## src/design/sysid_pkg.sv

```systemverilog
// constants, field layouts and encodings of the identification register bank
package sysid_pkg;

    localparam int WORD_W = 32;
    localparam int CRN_W = 4;
    localparam int OP1_W = 3;
    localparam int CRM_W = 4;
    localparam int OP2_W = 3;

    // encodings of the identification group
    localparam logic [3:0] CRN_ID = 4'h0;
    localparam logic [2:0] OP1_ID = 3'h0;
    localparam logic [3:0] CRM_ID = 4'h0;
    localparam logic [2:0] SEL_MAIN = 3'h0;
    localparam logic [2:0] SEL_CACHE = 3'h1;
    localparam logic [2:0] SEL_TCM = 3'h2;
    localparam logic [2:0] SEL_MPU = 3'h4;
    localparam logic [2:0] SEL_MPID = 3'h5;

    // encoding of the whole data cache invalidate operation
    localparam logic [3:0] CRN_IMPL = 4'hf;
    localparam logic [2:0] OP1_IMPL = 3'h0;
    localparam logic [3:0] CRM_INVAL = 4'h5;
    localparam logic [2:0] OP2_INVAL = 3'h0;

    // main identification word layout
    localparam int MAKER_LSB = 24;
    localparam int MAKER_W = 8;
    localparam int MAJOR_LSB = 20;
    localparam int REV_W = 4;
    localparam int ARCH_LSB = 16;
    localparam int ARCH_W = 4;
    localparam logic [3:0] ARCH_FEATURE = 4'hf;
    localparam int PART_LSB = 4;
    localparam int PART_W = 12;
    localparam int MINOR_LSB = 0;

    // cache geometry word layout
    localparam int CT_TOP_LSB = 28;
    localparam logic [3:0] CT_TOP = 4'h8;
    localparam int WB_GRANULE_LSB = 24;
    localparam int EXCL_GRANULE_LSB = 20;
    localparam logic [3:0] GRANULE_NONE = 4'h0;
    localparam int DLINE_LSB = 16;
    localparam int CT_ONES_LSB = 14;
    localparam logic [1:0] CT_ONES = 2'h3;
    localparam int ILINE_LSB = 0;
    localparam logic [3:0] LINE_LOG2 = 4'h3;
    localparam int NIBBLE_W = 4;

    // coupled memory count word layout
    localparam int SECOND_MEM_LSB = 16;
    localparam int FIRST_MEM_LSB = 0;
    localparam int MEM_COUNT_W = 3;
    localparam logic [2:0] MEM_COUNT_ONE = 3'h1;

    // both coupled memories reachable from instruction and data sides
    localparam logic [3:0] SIDE_EN_RESET = 4'hf;

    typedef enum logic [0:0] {
        SYSID_ST_IDLE = 1'b0,
        SYSID_ST_ANSWER = 1'b1
    } sysid_state_t;

endpackage

```

## src/design/sysid_sel_if.sv

```systemverilog
// selector and word exchanged between the bank and its word composer
`timescale 1ns/1ps
interface sysid_sel_if;
    logic [2:0] selector;
    logic [31:0] word;

    modport requester (
        output selector,
        input word
    );

    modport rom (
        input selector,
        output word
    );
endinterface

```

## src/design/sysid_word_rom.sv

```systemverilog
// composes the constant identification words from the selector
`timescale 1ns/1ps
module sysid_word_rom #(
    parameter logic [7:0] MAKER_CODE = 8'h5a,
    parameter logic [11:0] PART_CODE = 12'h7e1,
    parameter logic [3:0] MAJOR_REV = 4'h0,
    parameter logic [3:0] MINOR_REV = 4'h0
) (
    sysid_sel_if.rom sel
);
    import sysid_pkg::*;

    logic [31:0] main_word;
    logic [31:0] cache_word;
    logic [31:0] tcm_word;

    always_comb begin
        main_word = '0;
        main_word[MAKER_LSB +: MAKER_W] = MAKER_CODE;
        main_word[MAJOR_LSB +: REV_W] = MAJOR_REV;
        main_word[ARCH_LSB +: ARCH_W] = ARCH_FEATURE;
        main_word[PART_LSB +: PART_W] = PART_CODE;
        main_word[MINOR_LSB +: REV_W] = MINOR_REV;
    end

    always_comb begin
        // bits 13..4 stay zero from the default
        cache_word = '0;
        cache_word[CT_TOP_LSB +: NIBBLE_W] = CT_TOP;
        cache_word[WB_GRANULE_LSB +: NIBBLE_W] = GRANULE_NONE;
        cache_word[EXCL_GRANULE_LSB +: NIBBLE_W] = GRANULE_NONE;
        cache_word[DLINE_LSB +: NIBBLE_W] = LINE_LOG2;
        cache_word[CT_ONES_LSB +: 2] = CT_ONES;
        cache_word[ILINE_LSB +: NIBBLE_W] = LINE_LOG2;
    end

    always_comb begin
        tcm_word = '0;
        tcm_word[SECOND_MEM_LSB +: MEM_COUNT_W] = MEM_COUNT_ONE;
        tcm_word[FIRST_MEM_LSB +: MEM_COUNT_W] = MEM_COUNT_ONE;
    end

    always_comb begin
        case (sel.selector)
            SEL_CACHE: sel.word = cache_word;
            SEL_TCM: sel.word = tcm_word;
            // main word also covers every reserved selector
            default: sel.word = main_word;
        endcase
    end
endmodule // sysid_word_rom

```

## src/design/sysid_register_bank.sv

```systemverilog
// identification register bank of the system control coprocessor
`timescale 1ns/1ps
// What this block does
// - id words read-only, privileged reads only
// - fixed maker and part codes in main word
// - major revision in bits 23..20
// - architecture field all ones
// - minor revision in bits 3..0
// - reserved id selectors return main word
// - selectors 0,1,2 with both fields zero
// - both granule fields read zero
// - data line size log2, value three
// - instruction line size log2, value three
// - cache word fixed top and middle bits
// - memory word top and reserved bits zero
// - one second coupled memory reported
// - one first coupled memory reported
// - both memories reachable from both sides
// - write-only whole data cache invalidate
module sysid_register_bank #(
    parameter int MAKER_CODE = 'h5a, // arbitrary value
    parameter int PART_CODE = 'h7e1, // arbitrary value
    parameter int MAJOR_REV = 0,
    parameter int MINOR_REV = 0
) (
    input wire logic sys_clk_in,
    input wire logic sys_rst_in,
    input wire logic req_valid_in,
    input wire logic req_write_in,
    input wire logic req_privileged_in,
    input wire logic [sysid_pkg::CRN_W-1:0] req_primary_register_field_in,
    input wire logic [sysid_pkg::OP1_W-1:0] req_op1_in,
    input wire logic [sysid_pkg::CRM_W-1:0] req_secondary_register_field_in,
    input wire logic [sysid_pkg::OP2_W-1:0] req_op2_in,
    output logic req_ready_out,
    output logic resp_valid_out,
    output logic [sysid_pkg::WORD_W-1:0] resp_rdata_out,
    output logic resp_undef_out,
    output logic resp_not_claimed_out,
    output logic dcache_invalidate_out,
    output logic first_coupled_memory_instr_en_out,
    output logic first_coupled_memory_data_en_out,
    output logic second_coupled_memory_instr_en_out,
    output logic second_coupled_memory_data_en_out
);
    import sysid_pkg::*;

    generate
        if (MAKER_CODE < 0 || MAKER_CODE > 'hff) begin : g_bad_maker
            $error("maker code must fit eight bits");
        end
        if (PART_CODE < 0 || PART_CODE > 'hfff) begin : g_bad_part
            $error("part code must fit twelve bits");
        end
        if (MAJOR_REV < 0 || MAJOR_REV > 15 || MINOR_REV < 0 || MINOR_REV > 15) begin : g_bad_rev
            $error("revision numbers must fit four bits");
        end
    endgenerate

    sysid_sel_if sel ();

    sysid_word_rom #(
        .MAKER_CODE(MAKER_CODE[7:0]),
        .PART_CODE(PART_CODE[11:0]),
        .MAJOR_REV(MAJOR_REV[3:0]),
        .MINOR_REV(MINOR_REV[3:0])
    ) u_word_rom (
        .sel(sel.rom)
    );

    // the composer is a pure lookup, so the selector goes straight in
    assign sel.selector = req_op2_in;

    sysid_state_t state_reg;
    sysid_state_t state_next;
    logic resp_valid_reg;
    logic resp_valid_next;
    logic [31:0] resp_rdata_reg;
    logic [31:0] resp_rdata_next;
    logic resp_undef_reg;
    logic resp_undef_next;
    logic not_claimed_reg;
    logic not_claimed_next;
    logic inval_reg;
    logic inval_next;
    logic [3:0] side_en_reg;
    logic [3:0] side_en_next;

    logic take;
    logic id_group;
    logic id_foreign_sel;
    logic inval_op;
    logic claimed;

    always_comb begin
        take = (state_reg == SYSID_ST_IDLE) && req_valid_in;
        id_group = (req_primary_register_field_in == CRN_ID) && (req_op1_in == OP1_ID)
            && (req_secondary_register_field_in == CRM_ID);
        // protection type and multiprocessor id live in another bank
        id_foreign_sel = (req_op2_in == SEL_MPU) || (req_op2_in == SEL_MPID);
        inval_op = (req_primary_register_field_in == CRN_IMPL) && (req_op1_in == OP1_IMPL)
            && (req_secondary_register_field_in == CRM_INVAL) && (req_op2_in == OP2_INVAL);
        claimed = (id_group && !id_foreign_sel) || inval_op;
    end

    always_comb begin
        state_next = state_reg;
        case (state_reg)
            SYSID_ST_IDLE: begin
                if (take) begin
                    state_next = SYSID_ST_ANSWER;
                end
            end
            SYSID_ST_ANSWER: begin
                state_next = SYSID_ST_IDLE;
            end
            default: begin
                state_next = SYSID_ST_IDLE;
            end
        endcase
    end

    always_comb begin
        resp_valid_next = take;
        resp_rdata_next = '0;
        resp_undef_next = 1'b0;
        not_claimed_next = 1'b0;
        inval_next = 1'b0;
        if (take) begin
            if (!claimed) begin
                not_claimed_next = 1'b1;
            end else if (!req_privileged_in) begin
                // user mode sees nothing of this bank
                resp_undef_next = 1'b1;
            end else if (id_group) begin
                if (req_write_in) begin
                    // read-only: nothing stored, the access faults
                    resp_undef_next = 1'b1;
                end else begin
                    resp_rdata_next = sel.word;
                end
            end else begin
                if (req_write_in) begin
                    inval_next = 1'b1;
                end else begin
                    resp_undef_next = 1'b1;
                end
            end
        end
    end

    always_comb begin
        side_en_next = SIDE_EN_RESET;
    end

    always_ff @(posedge sys_clk_in) begin
        if (sys_rst_in) begin
            state_reg <= SYSID_ST_IDLE;
            resp_valid_reg <= 1'b0;
            resp_rdata_reg <= '0;
            resp_undef_reg <= 1'b0;
            not_claimed_reg <= 1'b0;
            inval_reg <= 1'b0;
            side_en_reg <= SIDE_EN_RESET;
        end else begin
            state_reg <= state_next;
            resp_valid_reg <= resp_valid_next;
            resp_rdata_reg <= resp_rdata_next;
            resp_undef_reg <= resp_undef_next;
            not_claimed_reg <= not_claimed_next;
            inval_reg <= inval_next;
            side_en_reg <= side_en_next;
        end
    end

    // ready is the registered idle state, low during the answer cycle
    assign req_ready_out = (state_reg == SYSID_ST_IDLE);
    assign resp_valid_out = resp_valid_reg;
    assign resp_rdata_out = resp_rdata_reg;
    assign resp_undef_out = resp_undef_reg;
    assign resp_not_claimed_out = not_claimed_reg;
    assign dcache_invalidate_out = inval_reg;
    assign first_coupled_memory_instr_en_out = side_en_reg[0];
    assign first_coupled_memory_data_en_out = side_en_reg[1];
    assign second_coupled_memory_instr_en_out = side_en_reg[2];
    assign second_coupled_memory_data_en_out = side_en_reg[3];

endmodule // sysid_register_bank

```

## config.mk

```make
export PLATFORM = sky130hd
export DESIGN_NAME = sysid_register_bank
export DESIGN_NICKNAME = d
export VERILOG_FILES = /design/src/design/sysid_pkg.sv /design/src/design/sysid_sel_if.sv /design/src/design/sysid_word_rom.sv /design/src/design/sysid_register_bank.sv
export SDC_FILE = /design/constraint.sdc
export NUM_CORES = 1
export LEC_CHECK = 0
export ABC_CLOCK_PERIOD_IN_PS = 2150
export BUFFER_PORTS_ARGS = -buffer_cell sky130_fd_sc_hd__clkbuf_2
export CORE_MARGIN = 3
export CORE_UTILIZATION = 39
export DETAILED_ROUTE_END_ITERATION = 16
export PLACE_DENSITY_LB_ADDON = 0.1
export REMOVE_ABC_BUFFERS = 1
export SLEW_MARGIN = 20
export SYNTH_ARGS = -nofsm -noshare
export SYNTH_HDL_FRONTEND = slang
export SYNTH_SLANG_ARGS = --single-unit
```

## constraint.sdc

```tcl
create_clock -name sys_clk_in -period 2.15 [get_ports sys_clk_in]
set_clock_uncertainty 0.05 [all_clocks]
set_input_delay 0.1075 -clock sys_clk_in [delete_from_list [all_inputs] [get_ports sys_clk_in]]
set_output_delay 0.1075 -clock sys_clk_in [all_outputs]
set_load 0.1 [all_outputs]
```

==> results of run 1 <==
power breakdown:
| part | switching [W] | internal (W) |
|---|---|---|
| Clock | 0.0000538 | 0.0000641 |
| Combinational | 0.000173 | 0.0000206 |
| Sequential | 0.000000676 | 0.000188 |
| Total | 0.000227 | 0.000273 |
metal layers:
metal | up-vias | wire (um)
li1 | 261 | -
met4 | 0 | 10
met3 | 2 | 197
met2 | 49 | 443
met1 | 206 | 400
met5 | - | 0
cells in the final DEF, fill, tap and decap left out:
cell / synthesis / routed
clkbuf_4: 0 / 3
inv_1: 4 / 4
nand2_1: 3 / 3
or4b_4: 1 / 1
xnor2_1: 1 / 1
o211ai_1: 1 / 1
and3b_1: 1 / 1
a211o_1: 1 / 1
a21oi_1: 1 / 1
conb_1: 2 / 17
nor3_2: 2 / 2
nand3_1: 3 / 3
nor3_1: 1 / 1
nor4_4: 2 / 2
nor2_1: 8 / 8
dfxtp_1: 10 / 10
clkbuf_2: 0 / 42
and3_1: 1 / 1
and4b_1: 1 / 1
nand2b_1: 1 / 1
a211oi_2: 1 / 1
path summary, 6_finish.rpt:
kind,startpoint,slack (ns),cells past startpoint,to
min,req_op2_in[1],0.05,2,resp_rdata_out[17]
max reg2reg,state_reg,0.87,4,resp_rdata_out[0]
max,resp_rdata_out[30],0.73,1,resp_rdata_out[25]
min reg2reg,state_reg,0.52,3,state_reg
stage by stage:
step / total power (W) / TNS (ns) / setup WS (ns) / instance area, um2
after floorplan: 0.000359 / -72.65 / -6.00 / 490
after global placement: 0.000386 / 0 / 0.617 / 721
after detailed placement: 0.000386 / 0 / 0.604 / 721
after CTS: 0.000505 / 0 / 0.711 / 743
after global routing: 0.000520 / 0 / 0.634 / 743
final: 0.000501 / 0 / 0.733 / 743
cell type report:
type,count,area (um2)
fill,164,833
timing repair buffer,42,210
inverter,4,15.0
sequential,10,200
tap,16,20.0
multi-input combinational,46,275
clock buffer,3,22.5
cell families (layout without fill, tap and decap cells):
| kind of cell | Yosys count | after routing |
|---|---|---|
| other | 2 | 17 |
| xor gates and xnor gates | 1 | 1 |
| DFF | 10 | 10 |
| AOI/OAI and AO/OA | 4 | 4 |
| and+or+nand+nor | 24 | 24 |
| buffers and inverters | 36 | 49 |
==> impl_metrics.ini, run 1 <==
[run_status]
status = finished clean

[synthesis]
synth_mux_area_frac = 0
synth_cells = 77
synthMostInstantiatedCell = buf_4
yosysTopAreaCellShare = 0.343
synth_edf_count = 0
async_flop_share = 0
yosysSeqAreaShare = 0.295
synth_commonest_cells = buf_4, dfxtp_1, nor2_1
synth-seq-cells = 10
synth_fa_ha_area_frac = 0
syn_area_per_cell_um2 = 8.81
yosysTopAreaCell = buf_4
synth-simple-area-share = 0.249
syn_area_um2 = 678
synth_top_family_by_area = buffers and inverters
synth-compound-area-share = 0.0498
synthDistinctLibCells = 21
synthXorXnorAreaFrac = 0.0129
ys.flop_type = dfxtp_1
ys.warnings.count = 0
synth_area_leaders = buf_4, dfxtp_1, nor4_4, nor2_1, nor3_2

[pwr]
p_leak_nw = 0.414
ir_worst_vdd_mv = 0.286
pwr_density_cell_mw_per_mm2 = 673

[grt]
busiest_layer = met2
grt_start_max_net_pins = 13
use_met1 = 0.111
grt_pass1_wl_um = 1460
antenna_found_initial = 0
met2_usage = 0.140
overflow = 0
grt_usage = 0.0939
first_global_vias = 399
met3_usage = 0.0226

[final_layout]
final_util = 0.471
layout-drive-gt1-share = 0.486
diodes = 0
largest_register_ffs = 5
stdcell_count = 121
nets = 126
area_delta_synth_final_pct = 9.59

[cts]
ctsResizeCount = 0
numClockSinks = 10
clk_path_buf_depth = 2
cts_hold_buf = 0
clk_pin_slew_worst_paths_ns = 0.05
htreeDepth = 1
cts_tree = yes
postCtsSetupBuffers = 0
worstSkewPairLatency_ns = 0.25
clock-root-buffer = clkbuf_4
numCtsBuffers = 3

[worst_setup_path]
slowest_delay_ns = 0.52
crit_chain = clkbuf_2
critPathMaxFanout = 12
end_kind = primary output
setup.worst_path.class = register to primary output
critPathTopFamily = buffers and inverters
crit_path_top_delay_cell = clkbuf_2
crit_required_ns = 1.99
start_kind = register
arrival_ns = 1.26
crit_buf_inv = 1

[sta]
relSlewSlack = 0.641
hold_viol_final = 0
max_freq_ghz = 0.706
final.period_utilization = 0.659
whs_ns = 0.0544
period_needed_ns = 1.42
rsz0062_at_grt = no
tightest_slew_ns = 0.541
setup_viol = 0
slew_viol_final = 0

[placed_design]
io_buffers = 42
place_congestion = 0.705
dp_cells = 118
hpwl_um = 936

[routing]
wl_per_cell_um = 8.69
viasPerCell = 4.28
routed_wl_um = 1050
drtAntennaViolNets = 0
num_vias = 518
firstDrtPassIters = 2
drcViolationCount = 0
drt-initial-drc-count = 2

[flow_run]
cap_violations = 0

[floorplanning]
io_pins = 60
start_util = 0.430
die_w_um = 47.7
die_area_mm2 = 0.00228
core.rowCount = 14
die_h_um = 47.7
core_area_mm2 = 0.00158

[worst_hold_path]
holdCritPathClass = input pin to register
Power figures use the tool's default switching activity.
==> run 2: changes to the inputs <==
--- a/config.mk
+++ b/config.mk
@@ -5,10 +5,11 @@
 export SDC_FILE = /design/constraint.sdc
 export NUM_CORES = 1
 export LEC_CHECK = 0
-export ABC_CLOCK_PERIOD_IN_PS = 2150
+export ABC_AREA = 1
+export ABC_CLOCK_PERIOD_IN_PS = 1200
 export BUFFER_PORTS_ARGS = -buffer_cell sky130_fd_sc_hd__clkbuf_2
 export CORE_MARGIN = 3
-export CORE_UTILIZATION = 39
+export CORE_UTILIZATION = 33
 export DETAILED_ROUTE_END_ITERATION = 16
 export PLACE_DENSITY_LB_ADDON = 0.1
 export REMOVE_ABC_BUFFERS = 1
==> constraint.sdc (replaced) <==
create_clock -name sys_clk_in -period 1.2 [get_ports sys_clk_in]
set_clock_uncertainty 0.05 [all_clocks]
set_input_delay 0.06 -clock sys_clk_in [delete_from_list [all_inputs] [get_ports sys_clk_in]]
set_output_delay 0.06 -clock sys_clk_in [all_outputs]
set_load 0.1 [all_outputs]
==> run 2 against run 1 <==
  * Critical path type unchanged
  * Synthesized cell count up 22%
  * Utilization is 14 points higher
  * Clock power rose to 2.5 times the previous value
  * Via count up 14%
  * Sequential cell count did not move
==> impl_metrics.ini, run 2 <==
[final_layout]
largest_register_ffs = 5
stdcell_count = 153
mostFrequentLayoutCells = buf_12, clkbuf_2, conb_1
diodes = 0
final_util = 0.612
final.fill_count = 170
mostFrequentLayoutCell = buf_12
nets = 148
layout-drive-gt1-share = 0.414
area_delta_synth_final_pct = 64.5

[sta]
slew_viol_final = 0
final.period_utilization = 0.931
rsz0062_at_grt = no
fin_tns_setup_ns = 0
setup_viol = 0
max_freq_ghz = 0.895
setup_ws_ns = 0.0832
whs_ns = 0.0193
hold_viol_final = 0
period_needed_ns = 1.12

[worst_setup_path]
crit_required_ns = 1.09
start_kind = register
worstReg2RegStart = state_reg
reg2reg_to = resp_rdata_out[15]
setup.worst_path.class = register to primary output
crit_chain = buf_12, buf_12
critPathTopFamily = buffers and inverters
reg2regPathDepth = 3
arrival_ns = 1.01
crit_path_frequent_cell = buf_12
crit_buf_inv = 2
endpoint = resp_rdata_out[13]
critPathMaxFanout = 12
end_kind = primary output
crit_path_start = resp_rdata_out[30]
crit_path_top_delay_cell = dfxtp_1
slowest_delay_ns = 0.35
r2r_slack_ns = 0.23
worst-path-stages = 2

[synthesis]
synth-seq-cells = 10
ys.warnings.count = 0
synth_cells = 94
yosysTopAreaCellShare = 0.344
synth_commonest_cells = buf_4, nor2_1, inv_1
synthMostInstantiatedCell = buf_4
ys.flop_type = dfxtp_1
syn_area_per_cell_um2 = 7.20
synth_edf_count = 0
async_flop_share = 0
synth_area_leaders = buf_4, dfxtp_1, nor2_1, inv_1, nand2_1
yosysTopAreaCell = buf_4
yosysSeqAreaShare = 0.296
syn_area_um2 = 677
synthDistinctLibCells = 15

[run_status]
status = finished clean

[grt]
grt_usage = 0.102
first_global_vias = 475
antenna_found_initial = 0
grt_start_max_net_pins = 13
grt_pass1_wl_um = 2010
overflow = 0

[cts]
cts_tree = yes
numClockSinks = 10
numCtsBuffers = 3
clk_path_buf_depth = 2
clk_pin_slew_worst_paths_ns = 0.07
htreeDepth = 1
worstSkewPairLatency_ns = 0.26
clock-root-buffer = clkbuf_4

[flow_run]
cap_violations = 0

[floorplanning]
start_util = 0.372
die_w_um = 51.3
core_area_mm2 = 0.00182
io_pins = 60
die_area_mm2 = 0.00263
die_h_um = 51.3
core.rowCount = 15

[pwr]
p_leak_nw = 0.566
ir_worst_vdd_mv = 0.488
pwr_density_cell_mw_per_mm2 = 904

[routing]
drcViolationCount = 0
viasPerCell = 3.88
firstDrtPassIters = 4
routed_wl_um = 1380
wl_per_cell_um = 9.03
drt-initial-drc-count = 5
num_vias = 593
drtAntennaViolNets = 0

[worst_hold_path]
holdCritPathClass = input pin to register

[placed_design]
place_congestion = 0.612
dp_cells = 146
io_buffers = 42
hpwl_um = 1180
pre_cts_slack_ns = 0.205
run 2: repair_timing:
action,CTS,global route
resized for setup,0,0
hold endpoints to repair,3,0
setup buffers,0,0
hold buffers,3,0
run 2: worst min-delay path by stage:
stage / startpoint / to / slack (ns) / cells past startpoint
floorplan: sys_rst_in / resp_valid_out / 0.09 / 1
global placement: sys_rst_in / resp_valid_out / 0.24 / 2
detailed placement: sys_rst_in / resp_valid_out / 0.25 / 2
CTS: req_valid_in / resp_valid_out / 0.02 / 3
global route: req_valid_in / resp_valid_out / 0.04 / 3
finish: req_valid_in / resp_valid_out / 0.02 / 3
run 2: area by class of cell:
class,count,area [um2],share of cell area
repair buffers,46,546,0.490
inverters,11,41.3,0.0371
clock buffers,4,36.3,0.0326
well taps,25,31.3,0.0281
flip-flops and latches,10,200,0.180
multi-input cells,57,259,0.233
run 2: worst min-delay path: cells and delay by family:
kind | cells | cell delay [ns]
buffers and inverters | 2 | 0.18
AND/OR/NAND/NOR | 1 | 0.05
run 2: cell families after synthesis:
logic type	Yosys count	synth area share
buf+inv	42	0.405
simple gates	39	0.281
flops	10	0.296
other cells	2	0.0111
compound gates	1	0.00739
run 2: power by group:
group          switching, W  internal, W  leakage [nW]
combinational      0.000313    0.0000531         0.463
sequential       0.00000326     0.000337        0.0812
clock              0.000116     0.000184        0.0210
run 2: stage by stage:
stage	area, um2	total power, W
4_1_cts	1110	0.00101
3_5_place_dp	1050	0.000705
6_report	1110	0.00101
2_1_floorplan	500	0.000651
3_3_place_gp	1050	0.000703
5_1_grt	1110	0.00104
run 2: routing by layer:
metal  GRT usage  wire [um]
met5           0          0
met2       0.193        630
met1       0.101        494
met4      0.0393          0
met3      0.0350        257
